$ cat config.mk
export PLATFORM = sky130hd
export DESIGN_NAME = pmic_irq_mask_live_status
export DESIGN_NICKNAME = d
export VERILOG_FILES = /design/src/hw/irq_mask_pkg.sv /design/src/hw/sticky_flags.sv /design/src/hw/pmic_irq_mask_live_status.sv
export VERILOG_INCLUDE_DIRS = /design/src /design/src/hw
export SDC_FILE = /design/constraint.sdc
export NUM_CORES = 1
export LEC_CHECK = 0
export BUFFER_PORTS_ARGS = -buffer_cell sky130_fd_sc_hd__buf_2
export CAP_MARGIN = 0
export CORE_ASPECT_RATIO = 0.9
export CORE_MARGIN = 2
export CORE_UTILIZATION = 49
export CTS_CLUSTER_DIAMETER = 80
export DETAILED_ROUTE_END_ITERATION = 6
export PLACE_DENSITY_LB_ADDON = 0.05
export SKIP_LAST_GASP = 1
export SLEW_MARGIN = 10
export SYNTH_ARGS = -nofsm -noshare
export SYNTH_HDL_FRONTEND = slang
export SYNTH_SLANG_ARGS = --single-unit
export TNS_END_PERCENT = 100
$ cat constraint.sdc
create_clock -name i_sys_clk -period 2.5 [get_ports i_sys_clk]
set_clock_uncertainty 0.1 [all_clocks]
set_input_delay 0.5 -clock i_sys_clk [delete_from_list [all_inputs] [get_ports i_sys_clk]]
set_output_delay 0.5 -clock i_sys_clk [all_outputs]
set_load 0.02 [all_outputs]
$ cat src/hw/irq_mask_params.svh
// Register offsets, field positions, reset values and timing constants of the mask block
// Notes on behaviour
// - Global mask bit 7 unmasks supply-low flag
// - Bits 6,5,4 unmask calibration, charge, voltage
// - Bits 3,2,1 unmask temperature, bus, checksum
// - Bit 0 unmasks read-complete, resets to one
// - Reset release reads memory, flag raises interrupt
// - Output mask bits 5..3 unmask output-low flags
// - Output mask bits 2..0 unmask regulation-good flags
// - Live bit 5 shows calibration busy
// - Live bit 4 shows over-temperature result
// - Live bit 3 shows supply-low result
// - Temperature, supply bits update on periodic samples
// - Live bit 2 valid when third regulator on and standalone
// - Live bit 1 valid when second switcher on
// - Live bit 0 valid when first switcher on
// - Identity: revision bits 7:5, device bits 4:0
// - Sticky flags clear on write one
// - Good flag sets on entering regulation
`ifndef IRQ_MASK_PARAMS_SVH
`define IRQ_MASK_PARAMS_SVH

`define OFS_GLOBAL_FLAGS 8'h00
`define OFS_OUTPUT_FLAGS 8'h01
`define OFS_GLOBAL_MASK 8'h02
`define OFS_OUTPUT_MASK 8'h03
`define OFS_LIVE_VIEW 8'h04
`define OFS_IDENTITY 8'h05
`define OFS_SAMPLE_PERIOD 8'h06

`define RST_GLOBAL_MASK 8'h01
`define RST_OUTPUT_MASK 6'h00
`define OUT_MASK_USED 8'h3f

`define GBIT_SUPPLY_LOW 7
`define GBIT_CAL_DONE 6
`define GBIT_CHARGE_OVER 5
`define GBIT_VOLT_FAULT 4
`define GBIT_TEMP_FAULT 3
`define GBIT_BUS_FAULT 2
`define GBIT_CRC_FAULT 1
`define GBIT_READ_DONE 0

`define LBIT_CAL_BUSY 5
`define LBIT_OVER_TEMP 4
`define LBIT_SUPPLY_LOW 3

// Arbitrary neutral identity values
`define REVISION_CODE 3'h2
`define DEVICE_CODE 5'h0a

// Memory read after reset release, in ns and in 8 ns cycles
`define MEM_READ_NS 80
`define MEM_READ_CYCLES ((`MEM_READ_NS + 7) / 8)

`endif

$ cat src/hw/irq_mask_pkg.sv
// Types shared by the mask block
package irq_mask_pkg;
	typedef enum logic [1:0] {
		BOOT_IDLE,
		BOOT_READ,
		BOOT_DONE
	} boot_state_e;
	typedef logic [7:0] reg_byte_t;
endpackage

$ cat src/hw/sticky_flags.sv
// Sticky event flags with write-one-to-clear, set winning over clear
`timescale 1ns/1ps
module sticky_flags #(
	parameter int WIDTH = 8
) (
	input wire logic i_sys_clk,
	input wire logic i_sys_rst,
	input wire logic [WIDTH-1:0] i_set,
	input wire logic [WIDTH-1:0] i_clear,
	output logic [WIDTH-1:0] o_flags
);
	genvar g;
	generate
		for (g = 0; g < WIDTH; g++) begin : g_flag
			always_ff @(posedge i_sys_clk or posedge i_sys_rst) begin
				if (i_sys_rst) begin
					o_flags[g] <= 1'b0;
				end else if (i_set[g]) begin
					o_flags[g] <= 1'b1;
				end else if (i_clear[g]) begin
					o_flags[g] <= 1'b0;
				end
			end
		end
	endgenerate
endmodule

$ cat src/hw/pmic_irq_mask_live_status.sv
// Interrupt masks, sticky flags, live condition view and identity register
`timescale 1ns/1ps
`include "irq_mask_params.svh"
module pmic_irq_mask_live_status (
	input wire logic i_sys_clk,
	input wire logic i_sys_rst,
	input wire logic [7:0] i_addr,
	input wire logic [7:0] i_wdata,
	input wire logic i_wr,
	input wire logic i_rd,
	output logic [7:0] o_rdata,
	input wire logic i_supply_low_evt,
	input wire logic i_cal_done_evt,
	input wire logic i_charge_over_evt,
	input wire logic i_voltage_fault_evt,
	input wire logic i_temp_fault_evt,
	input wire logic i_bus_fault_evt,
	input wire logic i_crc_fault_evt,
	input wire logic [2:0] i_out_low_evt,
	input wire logic [2:0] i_out_in_reg,
	input wire logic i_first_switcher_en,
	input wire logic i_second_switcher_en,
	input wire logic i_third_linear_regulator_en,
	input wire logic i_third_paralleled,
	input wire logic i_cal_busy,
	input wire logic i_over_temp_cmp,
	input wire logic i_supply_low_cmp,
	output logic o_irq,
	output logic o_converter_sample_tick
);
	irq_mask_pkg::reg_byte_t global_mask_q;
	logic [5:0] output_mask_q;
	irq_mask_pkg::reg_byte_t sample_period_q;
	irq_mask_pkg::reg_byte_t sample_cnt_q;
	logic over_temp_now_q;
	logic supply_low_now_q;
	logic [2:0] in_reg_prev_q;
	logic [3:0] boot_cnt_q;
	logic boot_done_pulse_q;
	irq_mask_pkg::boot_state_e boot_q;
	irq_mask_pkg::boot_state_e boot_d;
	logic irq_q;
	logic tick_q;
	irq_mask_pkg::reg_byte_t rdata_q;
	logic [7:0] global_flags;
	logic [5:0] output_flags;

	wire hit_gflags = i_addr == `OFS_GLOBAL_FLAGS;
	wire hit_oflags = i_addr == `OFS_OUTPUT_FLAGS;
	wire hit_gmask = i_addr == `OFS_GLOBAL_MASK;
	wire hit_omask = i_addr == `OFS_OUTPUT_MASK;
	wire hit_live = i_addr == `OFS_LIVE_VIEW;
	wire hit_ident = i_addr == `OFS_IDENTITY;
	wire hit_period = i_addr == `OFS_SAMPLE_PERIOD;

	// Converter samples only when a non-zero period is programmed
	wire sample_now = (sample_period_q != 8'h00) && (sample_cnt_q == 8'h00);

	// Validity gating per output
	wire out1_valid = i_first_switcher_en;
	wire out2_valid = i_second_switcher_en;
	wire out3_valid = i_third_linear_regulator_en && !i_third_paralleled;
	wire [2:0] out_valid = {out3_valid, out2_valid, out1_valid};
	wire [2:0] out_regulating_now = i_out_in_reg & out_valid;

	wire [7:0] live_condition_view = {2'b00, i_cal_busy, over_temp_now_q, supply_low_now_q,
		out_regulating_now};
	wire [7:0] chip_identity = {`REVISION_CODE, `DEVICE_CODE};

	// Regulation-good sets only on a valid low-to-high transition
	wire [2:0] good_rise = out_regulating_now & ~in_reg_prev_q;

	wire [7:0] gset = {i_supply_low_evt, i_cal_done_evt, i_charge_over_evt,
		i_voltage_fault_evt, i_temp_fault_evt, i_bus_fault_evt, i_crc_fault_evt,
		boot_done_pulse_q};
	wire [5:0] oset = {i_out_low_evt, good_rise};
	wire [7:0] gclr = (i_wr && hit_gflags) ? i_wdata : 8'h00;
	wire [5:0] oclr = (i_wr && hit_oflags) ? i_wdata[5:0] : 6'h00;

	wire irq_d = |(global_flags & global_mask_q) | |(output_flags & output_mask_q);

	wire [7:0] rdata_d = hit_gflags ? global_flags :
		hit_oflags ? {2'b00, output_flags} :
		hit_gmask ? global_mask_q :
		hit_omask ? {2'b00, output_mask_q} :
		hit_live ? live_condition_view :
		hit_ident ? chip_identity :
		hit_period ? sample_period_q : 8'h00;

	sticky_flags #(.WIDTH(8)) u_global_flags (
		.i_sys_clk(i_sys_clk),
		.i_sys_rst(i_sys_rst),
		.i_set(gset),
		.i_clear(gclr),
		.o_flags(global_flags)
	);

	sticky_flags #(.WIDTH(6)) u_output_flags (
		.i_sys_clk(i_sys_clk),
		.i_sys_rst(i_sys_rst),
		.i_set(oset),
		.i_clear(oclr),
		.o_flags(output_flags)
	);

	// Boot sequencer models the memory read that follows reset release
	always_comb begin
		boot_d = boot_q;
		unique case (boot_q)
			irq_mask_pkg::BOOT_IDLE: boot_d = irq_mask_pkg::BOOT_READ;
			irq_mask_pkg::BOOT_READ: begin
				if (boot_cnt_q == 4'(`MEM_READ_CYCLES - 1)) begin
					boot_d = irq_mask_pkg::BOOT_DONE;
				end
			end
			irq_mask_pkg::BOOT_DONE: boot_d = irq_mask_pkg::BOOT_DONE;
		endcase
	end

	always_ff @(posedge i_sys_clk or posedge i_sys_rst) begin
		if (i_sys_rst) begin
			boot_q <= irq_mask_pkg::BOOT_IDLE;
			boot_cnt_q <= 4'h0;
			boot_done_pulse_q <= 1'b0;
		end else begin
			boot_q <= boot_d;
			boot_cnt_q <= (boot_q == irq_mask_pkg::BOOT_READ) ? boot_cnt_q + 4'h1 : 4'h0;
			boot_done_pulse_q <= (boot_q == irq_mask_pkg::BOOT_READ) &&
				(boot_d == irq_mask_pkg::BOOT_DONE);
		end
	end

	// Mask registers; reserved output-mask bits are not stored
	always_ff @(posedge i_sys_clk or posedge i_sys_rst) begin
		if (i_sys_rst) begin
			global_mask_q <= `RST_GLOBAL_MASK;
			output_mask_q <= `RST_OUTPUT_MASK;
			sample_period_q <= 8'h00;
		end else if (i_wr) begin
			if (hit_gmask) begin
				global_mask_q <= i_wdata;
			end
			if (hit_omask) begin
				output_mask_q <= i_wdata[5:0];
			end
			if (hit_period) begin
				sample_period_q <= i_wdata;
			end
		end
	end

	// Temperature and supply levels only move on a converter sample
	always_ff @(posedge i_sys_clk or posedge i_sys_rst) begin
		if (i_sys_rst) begin
			sample_cnt_q <= 8'h00;
			over_temp_now_q <= 1'b0;
			supply_low_now_q <= 1'b0;
			tick_q <= 1'b0;
		end else begin
			sample_cnt_q <= sample_now ? sample_period_q : 
				(sample_cnt_q != 8'h00 ? sample_cnt_q - 8'h01 : 8'h00);
			tick_q <= sample_now;
			if (sample_now) begin
				over_temp_now_q <= i_over_temp_cmp;
				supply_low_now_q <= i_supply_low_cmp;
			end
		end
	end

	always_ff @(posedge i_sys_clk or posedge i_sys_rst) begin
		if (i_sys_rst) begin
			in_reg_prev_q <= 3'h0;
			irq_q <= 1'b0;
			rdata_q <= 8'h00;
		end else begin
			in_reg_prev_q <= out_regulating_now;
			irq_q <= irq_d;
			rdata_q <= i_rd ? rdata_d : 8'h00;
		end
	end

	assign o_irq = irq_q;
	assign o_rdata = rdata_q;
	assign o_converter_sample_tick = tick_q;

	a_mask_reset_value: assert property (@(posedge i_sys_clk)
		$fell(i_sys_rst) |-> global_mask_q == 8'h01 && output_mask_q == 6'h00)
		else $error("mask reset value wrong");

	a_boot_irq_raise: assert property (@(posedge i_sys_clk) disable iff (i_sys_rst)
		boot_done_pulse_q && global_mask_q[0] |=> global_flags[0] ##1 o_irq)
		else $error("read-complete did not raise interrupt");

	a_irq_follows_pairs: assert property (@(posedge i_sys_clk) disable iff (i_sys_rst)
		(|(global_flags & global_mask_q) || |(output_flags & output_mask_q)) |=> o_irq)
		else $error("interrupt missed unmasked flag");

	a_irq_quiet: assert property (@(posedge i_sys_clk) disable iff (i_sys_rst)
		!(|(global_flags & global_mask_q)) && !(|(output_flags & output_mask_q)) |=> !o_irq)
		else $error("interrupt without unmasked flag");

	a_set_beats_clear: assert property (@(posedge i_sys_clk) disable iff (i_sys_rst)
		gset[7] && gclr[7] |=> global_flags[7])
		else $error("set lost to clear");

	a_clear_on_one: assert property (@(posedge i_sys_clk) disable iff (i_sys_rst)
		i_wr && hit_oflags && i_wdata[0] && !oset[0] |=> !output_flags[0])
		else $error("write one did not clear");

	a_good_rise_set: assert property (@(posedge i_sys_clk) disable iff (i_sys_rst)
		i_first_switcher_en && $rose(i_out_in_reg[0]) && $past(i_first_switcher_en)
		|=> output_flags[0])
		else $error("good flag not set");

	a_third_gated: assert property (@(posedge i_sys_clk) disable iff (i_sys_rst)
		i_rd && hit_live && i_third_paralleled |=> !o_rdata[2])
		else $error("paralleled third output shown in regulation");

	a_live_temp_hold: assert property (@(posedge i_sys_clk) disable iff (i_sys_rst)
		sample_period_q == 8'h00 |=> $stable(over_temp_now_q) && $stable(supply_low_now_q))
		else $error("live level moved without sampling");

	a_ident_read: assert property (@(posedge i_sys_clk) disable iff (i_sys_rst)
		i_rd && hit_ident |=> o_rdata == {`REVISION_CODE, `DEVICE_CODE})
		else $error("identity read wrong");

	a_cal_busy_read: assert property (@(posedge i_sys_clk) disable iff (i_sys_rst)
		i_rd && hit_live |=> o_rdata[7:5] == {2'b00, $past(i_cal_busy)})
		else $error("calibration busy bit wrong");

	// Read data lags its strobe by one cycle, hence the next-cycle forms
	a_gmask_write: assert property (@(posedge i_sys_clk)
		disable iff (i_sys_rst) i_wr && hit_gmask |=> global_mask_q == $past(i_wdata))
		else $error("global mask write lost");

	a_omask_write: assert property (@(posedge i_sys_clk)
		disable iff (i_sys_rst) i_wr && hit_omask |=> output_mask_q == $past(i_wdata[5:0]))
		else $error("output mask write lost");

	a_gmask_read: assert property (@(posedge i_sys_clk)
		disable iff (i_sys_rst) i_rd && hit_gmask |=> o_rdata == $past(global_mask_q))
		else $error("global mask read wrong");

	a_omask_read: assert property (@(posedge i_sys_clk)
		disable iff (i_sys_rst) i_rd && hit_omask |=> o_rdata == {2'b00, $past(output_mask_q)})
		else $error("output mask read wrong");

	// Eleven edges: ten read cycles, then the state change raises the pulse
	a_boot_done_time: assert property (@(posedge i_sys_clk)
		disable iff (i_sys_rst) $fell(i_sys_rst) |-> ##11 boot_done_pulse_q)
		else $error("memory read did not complete in time");

	a_boot_single: assert property (@(posedge i_sys_clk)
		disable iff (i_sys_rst) boot_done_pulse_q |=> !boot_done_pulse_q)
		else $error("read-complete pulse repeated");

	a_tick_single: assert property (@(posedge i_sys_clk)
		disable iff (i_sys_rst) o_converter_sample_tick |=> !o_converter_sample_tick)
		else $error("sample tick longer than one cycle");

	a_tick_needs_period: assert property (@(posedge i_sys_clk)
		disable iff (i_sys_rst) sample_period_q == 8'h00 |=> !o_converter_sample_tick)
		else $error("sample tick without period");

	a_live_capture: assert property (@(posedge i_sys_clk)
		disable iff (i_sys_rst) o_converter_sample_tick |->
		over_temp_now_q == $past(i_over_temp_cmp) &&
		supply_low_now_q == $past(i_supply_low_cmp))
		else $error("live level not captured on sample");

	a_live_reset: assert property (@(posedge i_sys_clk)
		disable iff (i_sys_rst) $fell(i_sys_rst) |-> !over_temp_now_q && !supply_low_now_q)
		else $error("live level not cleared by reset");

	a_out1_gated: assert property (@(posedge i_sys_clk)
		disable iff (i_sys_rst) i_rd && hit_live && !i_first_switcher_en |=> !o_rdata[0])
		else $error("disabled first output shown in regulation");

	a_out2_gated: assert property (@(posedge i_sys_clk)
		disable iff (i_sys_rst) i_rd && hit_live && !i_second_switcher_en |=> !o_rdata[1])
		else $error("disabled second output shown in regulation");

	a_out1_shown: assert property (@(posedge i_sys_clk)
		disable iff (i_sys_rst) i_rd && hit_live && i_first_switcher_en |=>
		o_rdata[0] == $past(i_out_in_reg[0]))
		else $error("first output regulation bit wrong");

	a_out2_shown: assert property (@(posedge i_sys_clk)
		disable iff (i_sys_rst) i_rd && hit_live && i_second_switcher_en |=>
		o_rdata[1] == $past(i_out_in_reg[1]))
		else $error("second output regulation bit wrong");

	a_out3_shown: assert property (@(posedge i_sys_clk)
		disable iff (i_sys_rst) i_rd && hit_live && i_third_linear_regulator_en &&
		!i_third_paralleled |=> o_rdata[2] == $past(i_out_in_reg[2]))
		else $error("third output regulation bit wrong");

	a_good_gated: assert property (@(posedge i_sys_clk)
		disable iff (i_sys_rst) !i_first_switcher_en && !output_flags[0] |=> !output_flags[0])
		else $error("good flag set on disabled output");

	a_clear_global: assert property (@(posedge i_sys_clk)
		disable iff (i_sys_rst) i_wr && hit_gflags && i_wdata[7] && !gset[7] |=>
		!global_flags[7])
		else $error("global flag not cleared by one");

	a_flag_sticky: assert property (@(posedge i_sys_clk)
		disable iff (i_sys_rst) global_flags[3] && !gclr[3] |=> global_flags[3])
		else $error("flag dropped without clear");
endmodule

### Word level (Yosys, flattened, before mapping)

Cells that the tools add are included.

| cells by class | value |
|---|---|
| add/sub/neg operators | 2 |
| eq/ne operators | 10 |
| mux-type cells | 43 |
| bitwise logic cells | 6 |
| reductions and logical operators | 30 |

Operator list:

| cell | number |
|---|---|
| two-way mux 8 bit | 11 |
| two-way mux 1 bit | 28 |
| nonzero test 2 bit | 14 |
| equality test 8 x 3 -> 1 bit, second input constant | 3 |
| equality test 8 x 2 -> 1 bit, second input constant | 2 |
| logical NOT 8 bit | 2 |
| nonzero test 8 bit | 2 |
| AND 8 bit | 1 |
| equality test 8 x 1 -> 1 bit, second input constant | 1 |
| OR reduction 8 bit | 1 |
| subtractor 8 x 1 -> 8 bit, second input constant | 1 |
| AND 3 bit | 2 |
| AND 6 bit | 1 |
| two-way mux 6 bit | 1 |
| case mux 2 bit (3 select lines) | 1 |
| AND reduction 2 bit | 3 |
| OR reduction 6 bit | 1 |
| logical AND 1 bit | 5 |
| adder 4 x 1 -> 4 bit, second input constant | 1 |
| equality test 2 bit, second input constant | 2 |
| equality test 4 bit, second input constant | 1 |
| two-way mux 4 bit | 1 |
| NOT 3 bit | 1 |
| equality test 2 x 1 -> 1 bit, second input constant | 1 |
| other kinds (4) | 4 |

| storage, ports and cells | value |
|---|---|
| register bits | 66 |
| output and inout port bits | 10 |
| logic and storage cells | 118 |

### Logic depth before layout (Yosys ltp)

Gate-level depths: netlist of the first run.

| depth | value |
|---|---|
| word-level depth | 9 |
| gate-level depth with buffers | 7 |
| depth with buffers taken out | 7 |

### By module

Synthesis of the first run repeated with hierarchy kept, for this count alone.

| unflattened totals | value |
|---|---|
| cells, all modules | 291 |
| area, all modules | 3254.4 µm² |

Modules (own cells, without submodules):

| module | times used | cells each | area each (µm²) |
|---|---|---|---|
| pmic_irq_mask_live_status | 1 | 247 | 2738.9 |
| sticky_flags at u_global_flags | 1 | 25 | 294.0 |
| sticky_flags at u_output_flags | 1 | 19 | 221.5 |

### Least setup slack after synthesis of the first run

Ideal clock, no wire load.

| path | value |
|---|---|
| kind | input -> register |
| from | input i_addr[5] |
| to | register global_mask_q[1] |
| setup time | 0.125 ns |
| data arrival time | 2.162 ns |
| data required time | 2.275 ns |
| path slack | 0.113 ns |
| stages | 4 |
| path buffers | 0 |
| cells stage by stage | or4_4 > or4b_4 > nor2_4 > mux2_2 |

| on the way | value |
|---|---|
| word-level cells in the longest chain between the ends | 2 |

RTL lines:

| item | RTL line | text |
|---|---|---|
| from (decl) | pmic_irq_mask_live_status.sv:7 | `input wire logic [7:0] i_addr,` |
| equality test 8 x 2 -> 1 bit (no line) | -- |  |
| AND reduction 2 bit (no line) | -- |  |
| to (signal assigned) | pmic_irq_mask_live_status.sv:136 | `` global_mask_q <= `RST_GLOBAL_MASK; `` |
| to (signal assigned) | pmic_irq_mask_live_status.sv:141 | `global_mask_q <= i_wdata;` |
| to (decl) | pmic_irq_mask_live_status.sv:31 | `irq_mask_pkg::reg_byte_t global_mask_q;` |

No other way between the ends.
A chain may end at the register's enable or synchronous reset.

### Final worst setup path of the first run

| path | value |
|---|---|
| from | input i_addr[5] |
| to | register global_mask_q[6] |

Same word-level chain as after synthesis.

==> results of run 1 <==
[per-stage QoR]
step	hold WS [ps]	total power, W	setup TNS, ps	instances
after floorplan	293	0.00154	0	287
after global placement	296	0.00166	-476	426
after detailed placement	303	0.00167	-730	426
after CTS	109	0.00261	0	442
after global routing	141	0.00273	0	442
final	108	0.00258	0	442
[flip-flops by register name (all words and copies together) (netlist names)]
register and flops:
sample_period_q 8, sample_cnt_q 8, boot_q 2, o_converter_sample_tick 1, boot_done_pulse_q 1, u_global_flags.o_flags 8
global_mask_q 8, boot_cnt_q 4, o_rdata 8, u_output_flags.o_flags 6, in_reg_prev_q 3, over_temp_now_q 1
supply_low_now_q 1, output_mask_q 6, o_irq 1
[routing by layer]
| metal | GRT usage [%] | up-vias |
|---|---|---|
| met4 | 7.38 | 0 |
| li1 | - | 1144 |
| met5 | 0 | - |
| met2 | 35.6 | 58 |
| met1 | 32.5 | 1151 |
| met3 | 5.93 | 11 |
[worst max-delay path: cells and delay by family]
family                 cells  cell delay (ps)
AND/OR/NAND/NOR            3             1370
multiplexers               1              370
buffers and inverters      1               90
[report_power, final]
part / switching [W] / internal (W) / leakage [nW] / total, W
logic: 0.000205 / 0.000183 / 0.823 / 0.000388
registers: 0.0000812 / 0.00118 / 0.788 / 0.00126
clock network: 0.000419 / 0.000518 / 0.0982 / 0.000937
total: 0.000705 / 0.00188 / 1.71 / 0.00258
[worst paths after layout]
kind	end	slack [ps]	depth (start not counted)
min	sample_period_q[7]	110	2
max in group asynchronous	global_mask_q[0]	1490	3
min reg2reg	u_output_flags.o_flags[0]	310	1
min in group i_sys_clk	u_output_flags.o_flags[3]	220	2
max	global_mask_q[6]	290	5
max reg2reg	supply_low_now_q	480	4
[placed cells by master (no fill, tap or decap), types with 11 or more instances in the layout]
master	count
nand2_1	31
buf_4	11
mux2_2	22
o21ai_0	12
buf_2	49
a21o_1	11
clkbuf_8	11
nor2_1	25
dfrtp_1	65
inv_1	15
a21oi_1	13
[cell families (layout without fill, tap and decap cells)]
family | Yosys count | after routing
AO/OA/AOI/OAI | 65 | 65
XOR/XNOR | 5 | 5
adder cells (fa/ha/maj) | 5 | 5
buffers and inverters | 26 | 94
flip-flops | 66 | 66
multiplexers | 26 | 26
AND/OR/NAND/NOR | 94 | 94
[final cells by class]
class	instances	share of cell area (%)
clock buffer	11	4.04
timing repair buffer	62	9.83
sequential	66	44.2
tap	87	2.91
clock inverter	5	1.64
multi-input combinational	195	35.8
inverter	16	1.60
==> flow_summary.yaml, run 1 <==
yosys:
  synth_ff_type: "dfrtp_1"
  yosysMostFrequentCell: "dfrtp_1"
  synth_top_cell_by_area: "dfrtp_1"
  synth_area_leaders: "dfrtp_1, mux2_2, nand2_1"
  synth_xor_area_share_pct: 1.42
  ys_seq_elements: 66
  synth_compound_area_share_pct: 14.4
  syn_inst: 287
  netlist_area_mm2: 0.00309
  ys_seq_area_share_pct: 53.5
  synth_edf_count: 0
  async_flop_share_pct: 100
  syn_area_per_cell_um2: 10.8
  synthAdderAreaFrac_pct: 2.03
  ys_types: 51
  mappedNetlistNets: 332
  synth_top_family_by_area: "simple AND/OR/NAND/NOR gates"
  synth.area.mux_share_pct: 10.1
  synth_commonest_cells: "dfrtp_1, nand2_1, nor2_1, mux2_2, inv_1"
  yosys_warnings: 0
  synthSimpleGateAreaFrac_pct: 15.3
  yosysTopAreaCellShare_pct: 52.7
critical_path:
  slowest_delay_ps: 600
  crit_arrival_ps: 2340
  cp-end-kind: "flop"
  cp-start-kind: "primary input"
  critPathKind: "primary input to flop"
  worstSetupStartpoint: "i_addr[5]"
  crit_chain: "buf_2, or4_4, or4b_4, nor2_4, mux2_2"
  worst-path-max-fanout: 8
  cp.required_ps: 2630
  r2r_start: "sample_cnt_q[5]"
  cp_slowest_cell: "or4b_4"
place:
  dp_slack_ps: -77.8
  hpwlAfterDp_um: 5240
  place_area_mm2: 0.00353
  io_buffers: 49
  gp_congestion: 0.843
clock_network:
  cts-resized-gates: 0
  clkSinkCount: 66
  clk_pin_slew_ps: 70
  cts_tree: "done"
  ctsHtreeMaxLevel: 3
  cts_made_buffers: 9
  post_cts_buffers: 0
  clk_latency_ps: 350
  cts.path.max_buffers: 2
  root_buffer: "clkbuf_8"
  hold_buffers: 0
finish:
  stdcell_area_mm2: 0.00374
  fin_util_pct: 61.2
  syn_to_final_growth_pct: 21.3
  nets: 395
  layout-drive-gt1-share_pct: 31.5
  fillers: 529
  seq_area_mm2: 0.00165
  multiInputGateArea_mm2: 0.00134
  antenna_cells: 0
detailed_routing:
  drt_first_pass_iters: 4
  num_vias: 2364
  highest_layer: "met4"
  met3RoutedLength_um: 333
  routedWlPerCell_um: 16.1
  wl_um: 7100
  wl_met2_um: 3230
  drtAntennaViolNets: 0
  drc: 0
  initialDrtViolationCount: 152
  m1WireLength_um: 3460
  vias_per_cell: 5.35
sta:
  setup_slack_ps: 291
  slew_viol_final: 0
  setup_viol: 0
  rsz0062_at_grt: "no"
  post-route-min-period_ps: 2210
  period_share_pct: 88.4
  tightestPinTransition_ps: 583
  final-hold-violation-count: 0
  slew_headroom_pct: 61.1
  clock.fmax_mhz: 453
power:
  peakVddDrop_uv: 428
  powerDensity_mw_per_mm2: 690
  leakage_nw: 1.71
floorplanning:
  die_h_um: 79.3
  row_count: 27
  io_pins: 50
  die_w_um: 87.7
  coreArea_mm2: 0.00611
  dieArea_mm2: 0.00695
  initial_core_util_pct: 50.5
min_path:
  hp-class: "primary input to asynchronous set/reset pin"
global_route:
  grtUsageTotal_pct: 23.3
  overflow: 0
  grt_first_pass_wirelength_um: 12000
  grt_start_max_net_pins: 28
  antenna_found_initial: 0
  grt_pass1_vias: 2302
run_status:
  status: "completed"
run:
  drv_cap: 0
Power figures use the tool's default switching activity.
==> run 2: changes to the inputs <==
--- a/config.mk
+++ b/config.mk
@@ -6,6 +6,7 @@
 export SDC_FILE = /design/constraint.sdc
 export NUM_CORES = 1
 export LEC_CHECK = 0
+export ABC_AREA = 1
 export BUFFER_PORTS_ARGS = -buffer_cell sky130_fd_sc_hd__buf_2
 export CAP_MARGIN = 0
 export CORE_ASPECT_RATIO = 0.9
==> flow_summary.yaml, run 2 <==
clock_network:
  cts.path.max_buffers: 2
  clk_latency_ps: 340
  post_cts_buffers: 0
  ctsHtreeMaxLevel: 3
  clkSinkCount: 66
  cts_made_buffers: 9
  cts_tree: "done"
  clk_pin_slew_ps: 70
  hold_buffers: 0
  cts-resized-gates: 0
  root_buffer: "clkbuf_8"
finish:
  fillers: 600
  syn_to_final_growth_pct: 17.3
  antenna_cells: 0
  most-common-layout-cells: "nand2_1, dfrtp_1, buf_2, inv_1, nor2_1"
  multiInputGateArea_mm2: 0.00133
  layout-drive-gt1-share_pct: 25.3
  seq_area_mm2: 0.00165
  layout_commonest_cell: "nand2_1"
  nets: 472
yosys:
  synth_top_cell_by_area: "dfrtp_1"
  mappedNetlistNets: 413
  syn_inst: 368
  ys_seq_area_share_pct: 51.3
  netlist_area_mm2: 0.00322
  synth_area_leaders: "dfrtp_1, nand2_1, inv_1"
  synth_ff_type: "dfrtp_1"
  syn_area_per_cell_um2: 8.76
  async_flop_share_pct: 100
  synth_commonest_cells: "nand2_1, dfrtp_1, inv_1, nor2_1, o21ai_0"
  yosysTopAreaCellShare_pct: 50.4
  yosysMostFrequentCell: "nand2_1"
  synth_edf_count: 0
  yosys_warnings: 0
  ys_types: 37
  ys_seq_elements: 66
global_route:
  grt_start_max_net_pins: 32
  grt_first_pass_wirelength_um: 12700
  overflow: 0
  antenna_found_initial: 0
  grt_pass1_vias: 2593
  grtUsageTotal_pct: 23.6
detailed_routing:
  wl_um: 7640
  initialDrtViolationCount: 157
  num_vias: 2644
  drc: 0
  routedWlPerCell_um: 14.7
  vias_per_cell: 5.07
  drt_first_pass_iters: 4
  drtAntennaViolNets: 0
sta:
  slew_headroom_pct: 57.3
  clock.fmax_mhz: 560
  rsz0062_at_grt: "no"
  setup_viol: 0
  tightestPinTransition_ps: 640
  slew_viol_final: 0
  post-route-min-period_ps: 1790
  period_share_pct: 71.5
  fin_tns_setup_ps: 0
  final-hold-violation-count: 0
critical_path:
  cp.required_ps: 2660
  cp-end-kind: "flop"
  crit_arrival_ps: 1950
  cp-start-kind: "flop"
  worst-path-max-fanout: 10
  critPathKind: "flop to flop"
power:
  leakage_nw: 1.90
  report.power.total_w: 0.00256
  powerDensity_mw_per_mm2: 677
  peakVddDrop_uv: 276
floorplanning:
  die_w_um: 89.5
  row_count: 28
  initial_core_util_pct: 49.7
  die_h_um: 81.0
  io_pins: 50
  coreArea_mm2: 0.00648
  dieArea_mm2: 0.00725
place:
  hpwlAfterDp_um: 5700
  io_buffers: 49
  gp_congestion: 0.856
run_status:
  status: "completed"
min_path:
  hp-class: "primary input to asynchronous set/reset pin"
run:
  drv_cap: 0
[run 2: cell count changes in the layout (fill, tap and decap cells not counted), moves of 7 or more]
cell	previous run	this run
a21o_1	11	1
a21oi_1	13	20
buf_4	11	2
inv_1	15	46
mux2_2	22	0
nand2_1	31	85
nand2_2	0	7
nand3_1	3	16
o21ai_0	12	23
o21ai_1	0	9
o21ai_2	0	14
[run 2: where the power goes]
group / leakage, nW / internal, W / total, W / switching [W]
clock network: 0.106 / 0.000536 / 0.000924 / 0.000388
logic: 0.984 / 0.000157 / 0.000383 / 0.000226
registers: 0.809 / 0.00118 / 0.00125 / 0.0000755
total: 1.90 / 0.00187 / 0.00256 / 0.000690
[run 2: worst max-delay path, cell delays in order, from the launching register on]
cell	delay [ps]
dfrtp_1	370
inv_1	70
ha_1	230
nand3_1	140
nor2_1	150
nand2_1	100
inv_2	130
nand2_1	80
clkinv_1	170
nand2_1	70
o211ai_1	80
[run 2: per-layer routing]
layer,track usage [%],vias to the layer above,wire length [µm]
met1,32.9,1256,3670
met4,7.91,0,104
met5,0,-,0
li1,-,1307,-
met3,6.40,10,391
met2,35.8,71,3480
[run 2: final timing paths]
kind	to	slack, ps	startpoint	cells past startpoint
setup / recovery	sample_cnt_q[7]	710	sample_cnt_q[0]	10
hold / removal	sample_cnt_q[1]	140	i_sys_rst	2
setup reg to reg	sample_cnt_q[7]	710	sample_cnt_q[0]	10
hold reg to reg	u_output_flags.o_flags[1]	340	in_reg_prev_q[1]	1
max in group asynchronous	global_mask_q[0]	1500	i_sys_rst	3
min in group i_sys_clk	in_reg_prev_q[2]	240	i_third_paralleled	2
[run 2: layout make-up]
type	instances	area share, %
inverter	53	5.26
multi-input combinational	245	35.3
sequential	66	43.7
timing repair buffer	52	7.41
clock buffer	13	4.47
tap	90	2.98
clock inverter	2	0.926
[run 2: cells by family after synthesis]
kind of cell / count (synthesis) / synth area share, %
simple gates: 153 / 22.4
compound gates: 83 / 15.9
flops: 66 / 51.3
buf+inv: 57 / 7.37
fa+ha+maj: 5 / 1.94
xor+xnor: 4 / 1.09
[run 2: through the flow]
step                      cell area, µm²  worst slack [ps]  cells  utilization, %  hold WS (ps)
after detailed placement            3580               559    506            55.2           321
after floorplan                     3220               247    368               -           307
after global placement              3580               583    506            55.2           310
final                               3780               713    521            58.4           137
after CTS                           3780               714    521            58.4           144
after global routing                3780               448    521            58.4           178
